[config.mk]
export PLATFORM = sky130hd
export DESIGN_NAME = tlptx_user_end_flat
export DESIGN_NICKNAME = d
export VERILOG_FILES = /design/src/core/tlptx_pkg.sv /design/src/core/tlptx_if.sv /design/src/core/tlptx_user_end.sv /design/src/flat_wrapper.sv
export SDC_FILE = /design/constraint.sdc
export NUM_CORES = 1
export LEC_CHECK = 0
export BUFFER_PORTS_ARGS = -buffer_cell sky130_fd_sc_hd__buf_2
export CAP_MARGIN = 5
export CORE_MARGIN = 4
export CORE_UTILIZATION = 30
export DETAILED_ROUTE_END_ITERATION = 7
export HOLD_SLACK_MARGIN = 0.08
export PLACE_DENSITY = 0.58
export SYNTH_ARGS = -nofsm -noshare
export SYNTH_HDL_FRONTEND = slang
export SYNTH_SLANG_ARGS = --single-unit
[constraint.sdc]
create_clock -name clock -period 12.2 [get_ports clock]
set_clock_uncertainty 0.05 [all_clocks]
set_input_delay 1.83 -clock clock [delete_from_list [all_inputs] [get_ports clock]]
set_output_delay 1.83 -clock clock [all_outputs]
set_load 0.01 [all_outputs]
[src/core/tlptx_pkg.sv]
package tlptx_pkg;
  // Build-time choices
  localparam int TLPTX_DATA_W = 64;
  localparam int TLPTX_NUM_BUFS = 8;
  localparam int TLPTX_MAX_PKT_BYTES = 272;
  localparam int TLPTX_CNT_W = 6;
  localparam int TLPTX_USER_W = 4;

  // Side-band bit positions
  localparam int TLPTX_U_ECRC = 0;
  localparam int TLPTX_U_POISON = 1;
  localparam int TLPTX_U_STREAM = 2;
  localparam int TLPTX_U_DISCONT = 3;

  // Timing
  localparam int TLPTX_CLK_NS = 10;
  localparam int TLPTX_DRAIN_NS = 200;
  localparam int TLPTX_DRAIN_CYC = TLPTX_DRAIN_NS / TLPTX_CLK_NS;

  // Register offsets
  localparam logic [7:0] TLPTX_OFS_CTRL = 8'h00;
  localparam logic [7:0] TLPTX_OFS_LEN = 8'h04;
  localparam logic [7:0] TLPTX_OFS_SEED = 8'h08;
  localparam logic [7:0] TLPTX_OFS_ABORT = 8'h0c;
  localparam logic [7:0] TLPTX_OFS_GO = 8'h10;
  localparam logic [7:0] TLPTX_OFS_STATUS = 8'h14;
  localparam logic [7:0] TLPTX_OFS_INT_STAT = 8'h18;
  localparam logic [7:0] TLPTX_OFS_INT_CLR = 8'h1c;
  localparam logic [7:0] TLPTX_OFS_INT_EN = 8'h20;

  // Control fields
  localparam int TLPTX_CTRL_STREAM = 0;
  localparam int TLPTX_CTRL_POISON = 1;
  localparam int TLPTX_CTRL_ECRC = 2;
  localparam int TLPTX_CTRL_GNT_PULSE = 3;
  localparam int TLPTX_CTRL_ABORT = 4;
  localparam int TLPTX_CTRL_W = 5;
  localparam int TLPTX_LEN_W = 10;
  localparam int TLPTX_BEAT_W = 8;

  // Status and interrupt fields
  localparam int TLPTX_ST_BUSY = 0;
  localparam int TLPTX_ST_REQ = 1;
  localparam int TLPTX_ST_FREE = 8;
  localparam int TLPTX_INT_SENT = 0;
  localparam int TLPTX_INT_DROP = 1;
  localparam int TLPTX_INT_REQ = 2;
  localparam int TLPTX_INT_W = 3;

  typedef enum logic {TLPTX_IDLE, TLPTX_SEND} tlptx_gen_t;
endpackage

[src/core/tlptx_if.sv]
`timescale 1ns/1ps
interface tlptx_if
  import tlptx_pkg::*;
#(
  parameter int DATA_W = TLPTX_DATA_W
);
  logic [DATA_W-1:0] tdata;
  logic [DATA_W/8-1:0] tkeep;
  logic tvalid;
  logic tready;
  logic tlast;
  logic [TLPTX_USER_W-1:0] tuser;
  logic [TLPTX_CNT_W-1:0] free_buffer_count;
  logic err_drop;
  logic cfg_req;
  logic cfg_gnt;

  modport core (
    input tdata, tkeep, tvalid, tlast, tuser, cfg_gnt,
    output tready, free_buffer_count, err_drop, cfg_req
  );
  modport user (
    output tdata, tkeep, tvalid, tlast, tuser, cfg_gnt,
    input tready, free_buffer_count, err_drop, cfg_req
  );
endinterface

[src/core/tlptx_user_end.sv]
// The APB register port and the placing of the registers are this design's own decisions.
`timescale 1ns/1ps
// Overview of operation
// - Data bus is 64 or 128 bits, fixed.
// - Beat moves only when valid and ready.
// - Keep bit n qualifies data byte n.
// - Non-final beats carry all keep bits set.
// - 64-bit final keep is 0x0f or 0xff.
// - 128-bit final keep is low 4/8/12/16 bytes.
// - Core ready high when it accepts beats.
// - Discontinue never on the start beat.
// - Discontinue always comes with last beat.
// - Core reports six-bit free buffer count.
// - One free buffer holds one packet.
// - Core flags dropped packets with error pulse.
// - Streamed packets go on consecutive cycles.
// - Core requests to send its own packets.
// - Grant pulse prioritises, held grant keeps default.
// - Poison any beat, never on streamed packets.
// - ECRC request on the first beat.
module tlptx_user_end
  import tlptx_pkg::*;
#(
  parameter int DATA_W = TLPTX_DATA_W
) (
  // Clock and reset
  input wire logic clock,
  input wire logic arst_n,
  // Register bus
  input wire logic psel,
  input wire logic penable,
  input wire logic pwrite,
  input wire logic [7:0] paddr,
  input wire logic [31:0] pwdata,
  output logic [31:0] prdata,
  output logic pready,
  output logic pslverr,
  // Interrupt
  output logic irq,
  // Link to the core
  tlptx_if.user lnk
);
  localparam int DPB = DATA_W / 32;
  localparam int KB = DATA_W / 8;
  localparam logic [TLPTX_LEN_W-1:0] DPB_L = TLPTX_LEN_W'(DPB);

  if (DATA_W != 64 && DATA_W != 128) begin : g_bad_w
    $error("DATA_W must be 64 or 128");
  end

  // Register decode
  wire sel_ctrl = paddr == TLPTX_OFS_CTRL;
  wire sel_len = paddr == TLPTX_OFS_LEN;
  wire sel_seed = paddr == TLPTX_OFS_SEED;
  wire sel_abort = paddr == TLPTX_OFS_ABORT;
  wire sel_go = paddr == TLPTX_OFS_GO;
  wire sel_stat = paddr == TLPTX_OFS_STATUS;
  wire sel_ist = paddr == TLPTX_OFS_INT_STAT;
  wire sel_iclr = paddr == TLPTX_OFS_INT_CLR;
  wire sel_ien = paddr == TLPTX_OFS_INT_EN;
  wire mapped = sel_ctrl | sel_len | sel_seed | sel_abort | sel_go |
                sel_stat | sel_ist | sel_iclr | sel_ien;
  wire access = psel & penable & !pready;
  wire wr_en = psel & penable & pready & pwrite;

  logic [TLPTX_CTRL_W-1:0] ctrl;
  logic [TLPTX_LEN_W-1:0] len_dw;
  logic [31:0] seed;
  logic [TLPTX_BEAT_W-1:0] abort_beat;
  logic [TLPTX_INT_W-1:0] int_stat, int_en;
  logic req_q;

  tlptx_gen_t state;
  logic [TLPTX_LEN_W-1:0] rem, dwn;
  logic [TLPTX_BEAT_W-1:0] bidx;
  logic [DATA_W-1:0] tdata;
  logic [KB-1:0] tkeep;
  logic tvalid, tlast, gnt;
  logic [TLPTX_USER_W-1:0] tuser;

  wire [31:0] status = {16'h0000, 2'b00, lnk.free_buffer_count,
                        6'h00, lnk.cfg_req, state == TLPTX_SEND};
  wire [31:0] rd_mux =
    sel_ctrl ? 32'(ctrl) :
    sel_len ? 32'(len_dw) :
    sel_seed ? seed :
    sel_abort ? 32'(abort_beat) :
    sel_stat ? status :
    sel_ist ? 32'(int_stat) :
    sel_ien ? 32'(int_en) : 32'h0000_0000;

  // Handshake with the core
  wire hs = tvalid & lnk.tready;
  wire go = wr_en & sel_go & (state == TLPTX_IDLE) & (len_dw != '0);
  wire stream_on = ctrl[TLPTX_CTRL_STREAM];

  // Interrupt events
  wire ev_sent = hs & tlast;
  wire ev_drop = lnk.err_drop;
  wire ev_req = lnk.cfg_req & !req_q;
  wire [TLPTX_INT_W-1:0] events = {ev_req, ev_drop, ev_sent};
  wire [TLPTX_INT_W-1:0] clr = (wr_en & sel_iclr) ?
                               pwdata[TLPTX_INT_W-1:0] : '0;
  // A new event beats a clear in the same cycle
  wire [TLPTX_INT_W-1:0] next_int_stat = (int_stat & ~clr) | events;

  // Next beat position
  wire [TLPTX_LEN_W-1:0] next_rem = go ? len_dw : rem - DPB_L;
  wire [TLPTX_LEN_W-1:0] next_dwn = go ? '0 : dwn + DPB_L;
  wire [TLPTX_BEAT_W-1:0] next_bidx = go ? '0 : bidx + 8'h01;
  // Start beat can never be the discontinue point
  wire next_abort = ctrl[TLPTX_CTRL_ABORT] & (abort_beat != '0) &
                    (next_bidx == abort_beat);
  wire next_last = (next_rem <= DPB_L) | next_abort;
  wire load = go | (hs & !tlast);

  logic [DATA_W-1:0] next_tdata;
  logic [KB-1:0] next_tkeep;
  logic [TLPTX_USER_W-1:0] next_tuser;

  // Beat contents: incrementing dwords, keep as whole dwords
  always_comb begin
    next_tdata = '0;
    next_tkeep = '0;
    for (int i = 0; i < DPB; i++) begin
      next_tdata[32*i +: 32] = seed + 32'(next_dwn) + 32'(i);
      if (!next_last || next_abort || 32'(i) < 32'(next_rem)) begin
        next_tkeep[4*i +: 4] = 4'hf;
      end
    end
  end

  always_comb begin
    next_tuser = '0;
    next_tuser[TLPTX_U_ECRC] = ctrl[TLPTX_CTRL_ECRC] &
                               (next_bidx == '0);
    // Poisoning a cut-through packet is not allowed
    next_tuser[TLPTX_U_POISON] = ctrl[TLPTX_CTRL_POISON] & !stream_on;
    next_tuser[TLPTX_U_STREAM] = stream_on;
    next_tuser[TLPTX_U_DISCONT] = next_abort;
  end

  // Pulse mode grants once per rising request, else grant is held
  wire next_gnt = ctrl[TLPTX_CTRL_GNT_PULSE] ? ev_req : 1'b1;

  always_ff @(posedge clock or negedge arst_n) begin
    if (!arst_n) begin
      pready <= 1'b0;
      pslverr <= 1'b0;
      prdata <= 32'h0000_0000;
    end else begin
      pready <= access;
      pslverr <= access & !mapped;
      if (access) begin
        prdata <= rd_mux;
      end
    end
  end

  always_ff @(posedge clock or negedge arst_n) begin
    if (!arst_n) begin
      ctrl <= '0;
      len_dw <= '0;
      seed <= 32'h0000_0000;
      abort_beat <= '0;
      int_en <= '0;
    end else if (wr_en) begin
      if (sel_ctrl) begin
        ctrl <= pwdata[TLPTX_CTRL_W-1:0];
      end
      if (sel_len) begin
        len_dw <= pwdata[TLPTX_LEN_W-1:0];
      end
      if (sel_seed) begin
        seed <= pwdata;
      end
      if (sel_abort) begin
        abort_beat <= pwdata[TLPTX_BEAT_W-1:0];
      end
      if (sel_ien) begin
        int_en <= pwdata[TLPTX_INT_W-1:0];
      end
    end
  end

  always_ff @(posedge clock or negedge arst_n) begin
    if (!arst_n) begin
      int_stat <= '0;
      irq <= 1'b0;
      req_q <= 1'b0;
      gnt <= 1'b0;
    end else begin
      int_stat <= next_int_stat;
      irq <= |(next_int_stat & int_en);
      req_q <= lnk.cfg_req;
      gnt <= next_gnt;
    end
  end

  // Valid stays up until taken, so streamed packets never gap
  always_ff @(posedge clock or negedge arst_n) begin
    if (!arst_n) begin
      state <= TLPTX_IDLE;
      tvalid <= 1'b0;
      tlast <= 1'b0;
      tdata <= '0;
      tkeep <= '0;
      tuser <= '0;
      rem <= '0;
      dwn <= '0;
      bidx <= '0;
    end else begin
      case (state)
        TLPTX_IDLE: begin
          if (go) begin
            state <= TLPTX_SEND;
          end
        end
        TLPTX_SEND: begin
          if (hs && tlast) begin
            state <= TLPTX_IDLE;
          end
        end
        default: begin
          state <= TLPTX_IDLE;
        end
      endcase
      if (load) begin
        tvalid <= 1'b1;
        tlast <= next_last;
        tdata <= next_tdata;
        tkeep <= next_tkeep;
        tuser <= next_tuser;
        rem <= next_rem;
        dwn <= next_dwn;
        bidx <= next_bidx;
      end else if (hs) begin
        tvalid <= 1'b0;
        tlast <= 1'b0;
      end
    end
  end

  assign lnk.tdata = tdata;
  assign lnk.tkeep = tkeep;
  assign lnk.tvalid = tvalid;
  assign lnk.tlast = tlast;
  assign lnk.tuser = tuser;
  assign lnk.cfg_gnt = gnt;
endmodule

[src/flat_wrapper.sv]
// flat-port wrapper written by rule: the top's interface ports become plain ports
module tlptx_user_end_flat import tlptx_pkg::*;
#(
  parameter int DATA_W = TLPTX_DATA_W
)
  (clock, arst_n, psel, penable, pwrite, paddr, pwdata, prdata, pready, pslverr, irq, lnk_tdata, lnk_tkeep, lnk_tvalid, lnk_tlast, lnk_tuser, lnk_cfg_gnt, lnk_tready, lnk_free_buffer_count, lnk_err_drop, lnk_cfg_req);
  tlptx_if #(.DATA_W(DATA_W)) lnk_i ();
  input wire logic clock;
  input wire logic arst_n;
  input wire logic psel;
  input wire logic penable;
  input wire logic pwrite;
  input wire logic [7:0] paddr;
  input wire logic [31:0] pwdata;
  output logic [31:0] prdata;
  output logic pready;
  output logic pslverr;
  output logic irq;
  output wire logic [$bits(lnk_i.tdata)-1:0] lnk_tdata;
  output wire logic [$bits(lnk_i.tkeep)-1:0] lnk_tkeep;
  output wire logic [$bits(lnk_i.tvalid)-1:0] lnk_tvalid;
  output wire logic [$bits(lnk_i.tlast)-1:0] lnk_tlast;
  output wire logic [$bits(lnk_i.tuser)-1:0] lnk_tuser;
  output wire logic [$bits(lnk_i.cfg_gnt)-1:0] lnk_cfg_gnt;
  input wire logic [$bits(lnk_i.tready)-1:0] lnk_tready;
  input wire logic [$bits(lnk_i.free_buffer_count)-1:0] lnk_free_buffer_count;
  input wire logic [$bits(lnk_i.err_drop)-1:0] lnk_err_drop;
  input wire logic [$bits(lnk_i.cfg_req)-1:0] lnk_cfg_req;
  assign lnk_tdata = lnk_i.tdata;
  assign lnk_tkeep = lnk_i.tkeep;
  assign lnk_tvalid = lnk_i.tvalid;
  assign lnk_tlast = lnk_i.tlast;
  assign lnk_tuser = lnk_i.tuser;
  assign lnk_cfg_gnt = lnk_i.cfg_gnt;
  assign lnk_i.tready = lnk_tready;
  assign lnk_i.free_buffer_count = lnk_free_buffer_count;
  assign lnk_i.err_drop = lnk_err_drop;
  assign lnk_i.cfg_req = lnk_cfg_req;
  tlptx_user_end #(.DATA_W(DATA_W)) u_core (.clock(clock), .arst_n(arst_n), .psel(psel), .penable(penable), .pwrite(pwrite), .paddr(paddr), .pwdata(pwdata), .prdata(prdata), .pready(pready), .pslverr(pslverr), .irq(irq), .lnk(lnk_i));
endmodule
=== Yosys cells after proc, flatten, opt, wreduce, memory -nomap -nowiden ===
Cells that the tools add are included.

* Reduce and logical (&&, ||, !) cells: 21
* Magnitude comparators: 3
* Eq/ne operators: 9
* Mux-type cells: 20
* Add/sub/neg operators: 5
* Bitwise logic cells: 32

{| class="wikitable"
|+ Operator list
! kind !! number
|-
| 32-bit two-way mux || 6
|-
| 32-bit by 1-bit adder with 32-bit output (second input constant) || 1
|-
| 32-bit by 10-bit adder with 32-bit output || 1
|-
| 8-bit by 5-bit equality test with 1-bit output (second input constant) || 4
|-
| 1-bit by 10-bit less-than comparator with 1-bit output (first input constant) || 2
|-
| 10-bit two-way mux || 2
|-
| 1-bit AND || 17
|-
| 8-bit by 4-bit equality test with 1-bit output (second input constant) || 2
|-
| 8-bit logical NOT || 2
|-
| 10-bit by 2-bit adder with 10-bit output (second input constant) || 1
|-
| 10-bit by 2-bit <= comparator with 1-bit output (second input constant) || 1
|-
| 1-bit OR || 10
|-
| 2-bit AND reduction || 5
|-
| 10-bit nonzero test || 1
|-
| 10-bit by 2-bit subtractor with 10-bit output (second input constant) || 1
|-
| 8-bit by 1-bit adder with 8-bit output (second input constant) || 1
|-
| 8-bit by 3-bit equality test with 1-bit output (second input constant) || 1
|-
| 8-bit by 6-bit equality test with 1-bit output (second input constant) || 1
|-
| 8-bit equality test || 1
|-
| 4-bit two-way mux || 2
|-
| 8-bit two-way mux || 1
|-
| 8-bit nonzero test || 1
|-
| 3-bit AND || 2
|-
| 1-bit logical NOT || 6
|-
| 10 further kinds || 18
|}

* Register bits: 205

=== Longest topological paths before layout ===
* Depth after elaboration: 14
* Mapped depth: 21
* Gate-level depth less buffers: 16

=== Worst setup path before layout ===
No wires, ideal clock.

* Path kind: input -> register
* From: input port paddr[2]
* To: register u_core.tdata[61], in the netlist u_core.lnk.tdata[61]
* Data required time: 12.030 ns
* Data arrival time: 6.485 ns
* Setup slack: 5.545 ns
* Stages on the path: 21
* Cell sequence: clkbuf_1 > nor4_1 > nor2b_1 > and3_1 > clkbuf_1 > buf_1 > clkbuf_1 > buf_1 > nor2_1 > ha_1 > buf_6 > a21o_1 > a311oi_4 > nor2_1 > a211oi_2 > and4b_4 > and4_1 > buf_4 > nand4_4 > or4_1 > o211a_1

* Word-level cells in the longest chain between the ends: 7

{| class="wikitable"
|+ Ends and longest elaborated chain
! item !! line !! text
|-
| start: declaration || flat_wrapper.sv:13 || <nowiki>input wire logic [7:0] paddr;</nowiki>
|-
| 8-bit by 5-bit equality test with 1-bit output || tlptx_user_end.sv:56 || <nowiki>wire sel_go = paddr == TLPTX_OFS_GO;</nowiki>
|-
| 1-bit AND (3 in series) || tlptx_user_end.sv:94 || <nowiki>wire go = wr_en & sel_go & (state == TLPTX_IDLE) & (len_dw != '0);</nowiki>
|-
| 10-bit two-way mux || tlptx_user_end.sv:109 || <nowiki>wire [TLPTX_LEN_W-1:0] next_dwn = go ? '0 : dwn + DPB_L;</nowiki>
|-
| net u_core.next_dwn[3] || tlptx_user_end.sv:109 ||
|-
| 32-bit by 10-bit adder with 32-bit output || tlptx_user_end.sv:126 || <nowiki>next_tdata[32*i +: 32] = seed + 32'(next_dwn) + 32'(i);</nowiki>
|-
| 32-bit by 1-bit adder with 32-bit output || tlptx_user_end.sv:126 ||
|-
| end signal: assignment || tlptx_user_end.sv:231 || <nowiki>tdata <= next_tdata;</nowiki>
|-
| end: declaration || tlptx_user_end.sv:76 || <nowiki>logic [DATA_W-1:0] tdata;</nowiki>
|}

The timed path passes the listed nets, and every way through them passes these cells.
A chain may end at the register's enable or synchronous reset.

=== Worst setup path in the final report ===
* From: input port paddr[5]
* To: register u_core.tdata[61], in the netlist u_core.lnk.tdata[61]

The elaborated chain is that of the path after synthesis.

==> impl_metrics.toml <==
[placement]
post-place-ws_ps = 5600
port-buffer-count = 167
finalWeightedCongestion = 0.847
hpwl_mm = 21.9
dp.cells = 1617

[final_layout]
layout_commonest_cell = "dfrtp_1"
fin_cells = 1648
diodes = 0
drive_above_1_share_pct = 23.8
layout_common_cells = "dfrtp_1 (199), buf_2 (166), nand2_1 (138)"
syn2layout_area_growth_pct = 16.9
seq_area_um2 = 4980
utilization_pct = 35.9
multi_input_area_um2 = 5070
nets = 1257
fillCellCount = 3417

[detailed_routing]
wirelength_mm = 29.9
wl_per_cell_um = 18.1
drc = 0
vias_per_cell = 5.11
firstDrtPassIters = 5
vias = 8419
ant_nets = 0
drt-initial-drc-count = 614

[worst_setup_path]
crit_path_end_kind = "flip-flop"
cpMostUsedCell = "nor4b_1"
max_stage_delay_ps = 480
crit_required_ps = 12480
startpoint = "paddr[5]"
critPathKind = "in -> reg"
crit_slowest_cell = "nor4b_1"
critPathLaunchType = "input pin"
crit_arrival_ps = 6480
crit_chain = "buf_2, nor4b_1, and2_1, and3_1, buf_4, nor2b_1, ha_1, inv_1, fa_1, and2b_1, o2111ai_1, a21oi_1, or2_2, nor4b_1, and4_1, nand4_4, or4_1, o211a_1"
r2r-start = "u_core.len_dw[3]"
critPathMaxFanout = 41
crit_buf_inv = 3
crit_family = "simple AND/OR/NAND/NOR gates"

[yosys]
synth-main-ff-cell = "dfrtp_1"
synthTopCellsByArea = "dfrtp_1 (48%), mux2_2 (6.4%), nand2_1 (5.0%)"
synth_edf_count = 0
synthCells = 1055
seq_area_frac_synth_pct = 48.0
ys_warn_count = 0
synth_largest_area_cell = "dfrtp_1"
ys_async_sr_fraction_pct = 100
synth_area_um2 = 10400
synthesis.nets = 1124
synth.distinct_cells = 72
ys_seq_elements = 199
syn_area_per_cell_um2 = 9.83
synth_top_area_share_pct = 48.0

[clock_tree]
clk_pin_slew_ps = 80
cts_tree = "built"
cts_max_path_buffers = 2
numCtsBuffers = 17
clkSinkCount = 199
cts_root_buf = "clkbuf_16"
h-tree-depth = 4
post_cts.repair.setup_buffers = 0
clock_latency_ps = 440
postCtsResizedCells = 0
ctsHoldBuffers = 0

[timing]
rsz0062_at_grt = "no"
worstMarginPinSlew_ps = 1090
tns_ps = 0
fmax_mhz = 161
finalSetupViolations = 0
worst_slack_ps = 6000
holdWs_ps = 411
fin_crit_sh_pct = 50.8
hold_violations = 0
slew_headroom_pct = 27.0
slew_violations = 0
min_period_ps = 6200

[floorplan]
num_rows = 67
die_width_um = 194
coreArea_um2 = 33800
die_h_um = 194
io-pin-count = 168
start_util_pct = 30.7
dieArea_um2 = 37600

[run]
maxCapViolCount = 0

[power_and_ir_drop]
power.leakage_nw = 5.71
p_per_area_nw_per_um2 = 153
vdd_drop_max_mv = 0.0935

[global_route]
antenna_found_initial = 1
grt_pass1_vias = 8224
overflow = 0
grt_pass1_wl_mm = 47.9
grt_usage_pct = 15.6
grt_max_degree = 115

[run_status]
status = "finished clean"

[hold_path]
hp-start = "u_core.lnk.tdata[2]"
hold_class = "reg -> reg"
## worst reg2reg max path: cells and delay by family, from the launching register on
family          cells  cell delay [ps]
flops               1              440
buf+inv             1              270
simple gates       10             3060
fa+ha+maj           1              450
compound gates      1              330
xor+xnor            1              450
## stage by stage
stage	total power, W	cell area, um2
2_1_floorplan	0.00117	10400
3_3_place_gp	0.00133	11600
3_5_place_dp	0.00134	11600
4_1_cts	0.00189	12100
5_1_grt	0.00197	12100
6_report	0.00186	12100
## metal layers
metal	vias to the layer above	share of wire (%)	GRT usage (%)
li1	4021	-	-
met1	4138	51	24.1
met2	242	43	23.0
met3	16	5.3	2.88
met4	2	0.73	2.92
met5	-	0.023	0
## kinds of logic after synthesis
logic type               count (synthesis)  synth area share, %
AND/OR/NAND/NOR                        413                 19.6
adder cells (fa/ha/maj)                 15                 1.88
buffers and inverters                   79                 3.28
flip-flops                             199                 48.0
XOR/XNOR                                83                 7.01
multiplexers                            62                 6.69
AO/OA/AOI/OAI                          204                 13.5
## where the power goes
part           switching (W)  internal (W)
Combinational       0.000276      0.000194
Clock               0.000274      0.000267
Sequential         0.0000822      0.000764
## final timing paths
check                                       end  slack (ps)  cells past startpoint
min                         u_core.lnk.tdata[2]         410                      2
min in group asynchronous  u_core.lnk.tdata[39]        1480                      1
max                        u_core.lnk.tdata[61]        6000                     18
max reg2reg                u_core.lnk.tdata[60]        7060                     14
min reg2reg                 u_core.lnk.tdata[2]         410                      2
max in group asynchronous         u_core.rem[4]        8950                      2
## synthesized netlist by cell type (5+ instances only)
cell,instances
a21o_1,7
a21oi_1,52
a222oi_1,5
a22o_1,23
a22oi_1,9
a31oi_1,7
and2_1,10
and3_1,14
and4_1,11
buf_1,13
buf_2,7
buf_4,7
clkbuf_1,33
dfrtp_1,199
ha_1,14
inv_1,17
mux2_2,59
nand2_1,139
nand3_1,32
nand4_1,14
nor2_1,106
nor2b_1,5
nor3_1,25
nor4_1,15
o21a_1,11
o21ai_0,51
or3_1,9
xnor2_1,51
xor2_1,32
## registers in the layout (all words and copies together) (netlist names), 4 cells and up
| register | count |
|---|---|
| u_core.abort_beat | 8 |
| u_core.bidx | 8 |
| u_core.ctrl | 5 |
| u_core.dwn | 10 |
| u_core.len_dw | 10 |
| u_core.lnk.tdata | 64 |
| u_core.lnk.tuser | 4 |
| u_core.prdata | 32 |
| u_core.rem | 10 |
| u_core.seed | 32 |
## area by class of cell
class                      count  area share (%)
inverter                      17           0.526
multi-input combinational    777            41.8
clock inverter                13           0.959
clock buffer                  18            3.54
tap                          448            4.62
sequential                   199            41.0
timing repair buffer         176            7.52
No activity file was read; power rests on OpenSTA's default activity.
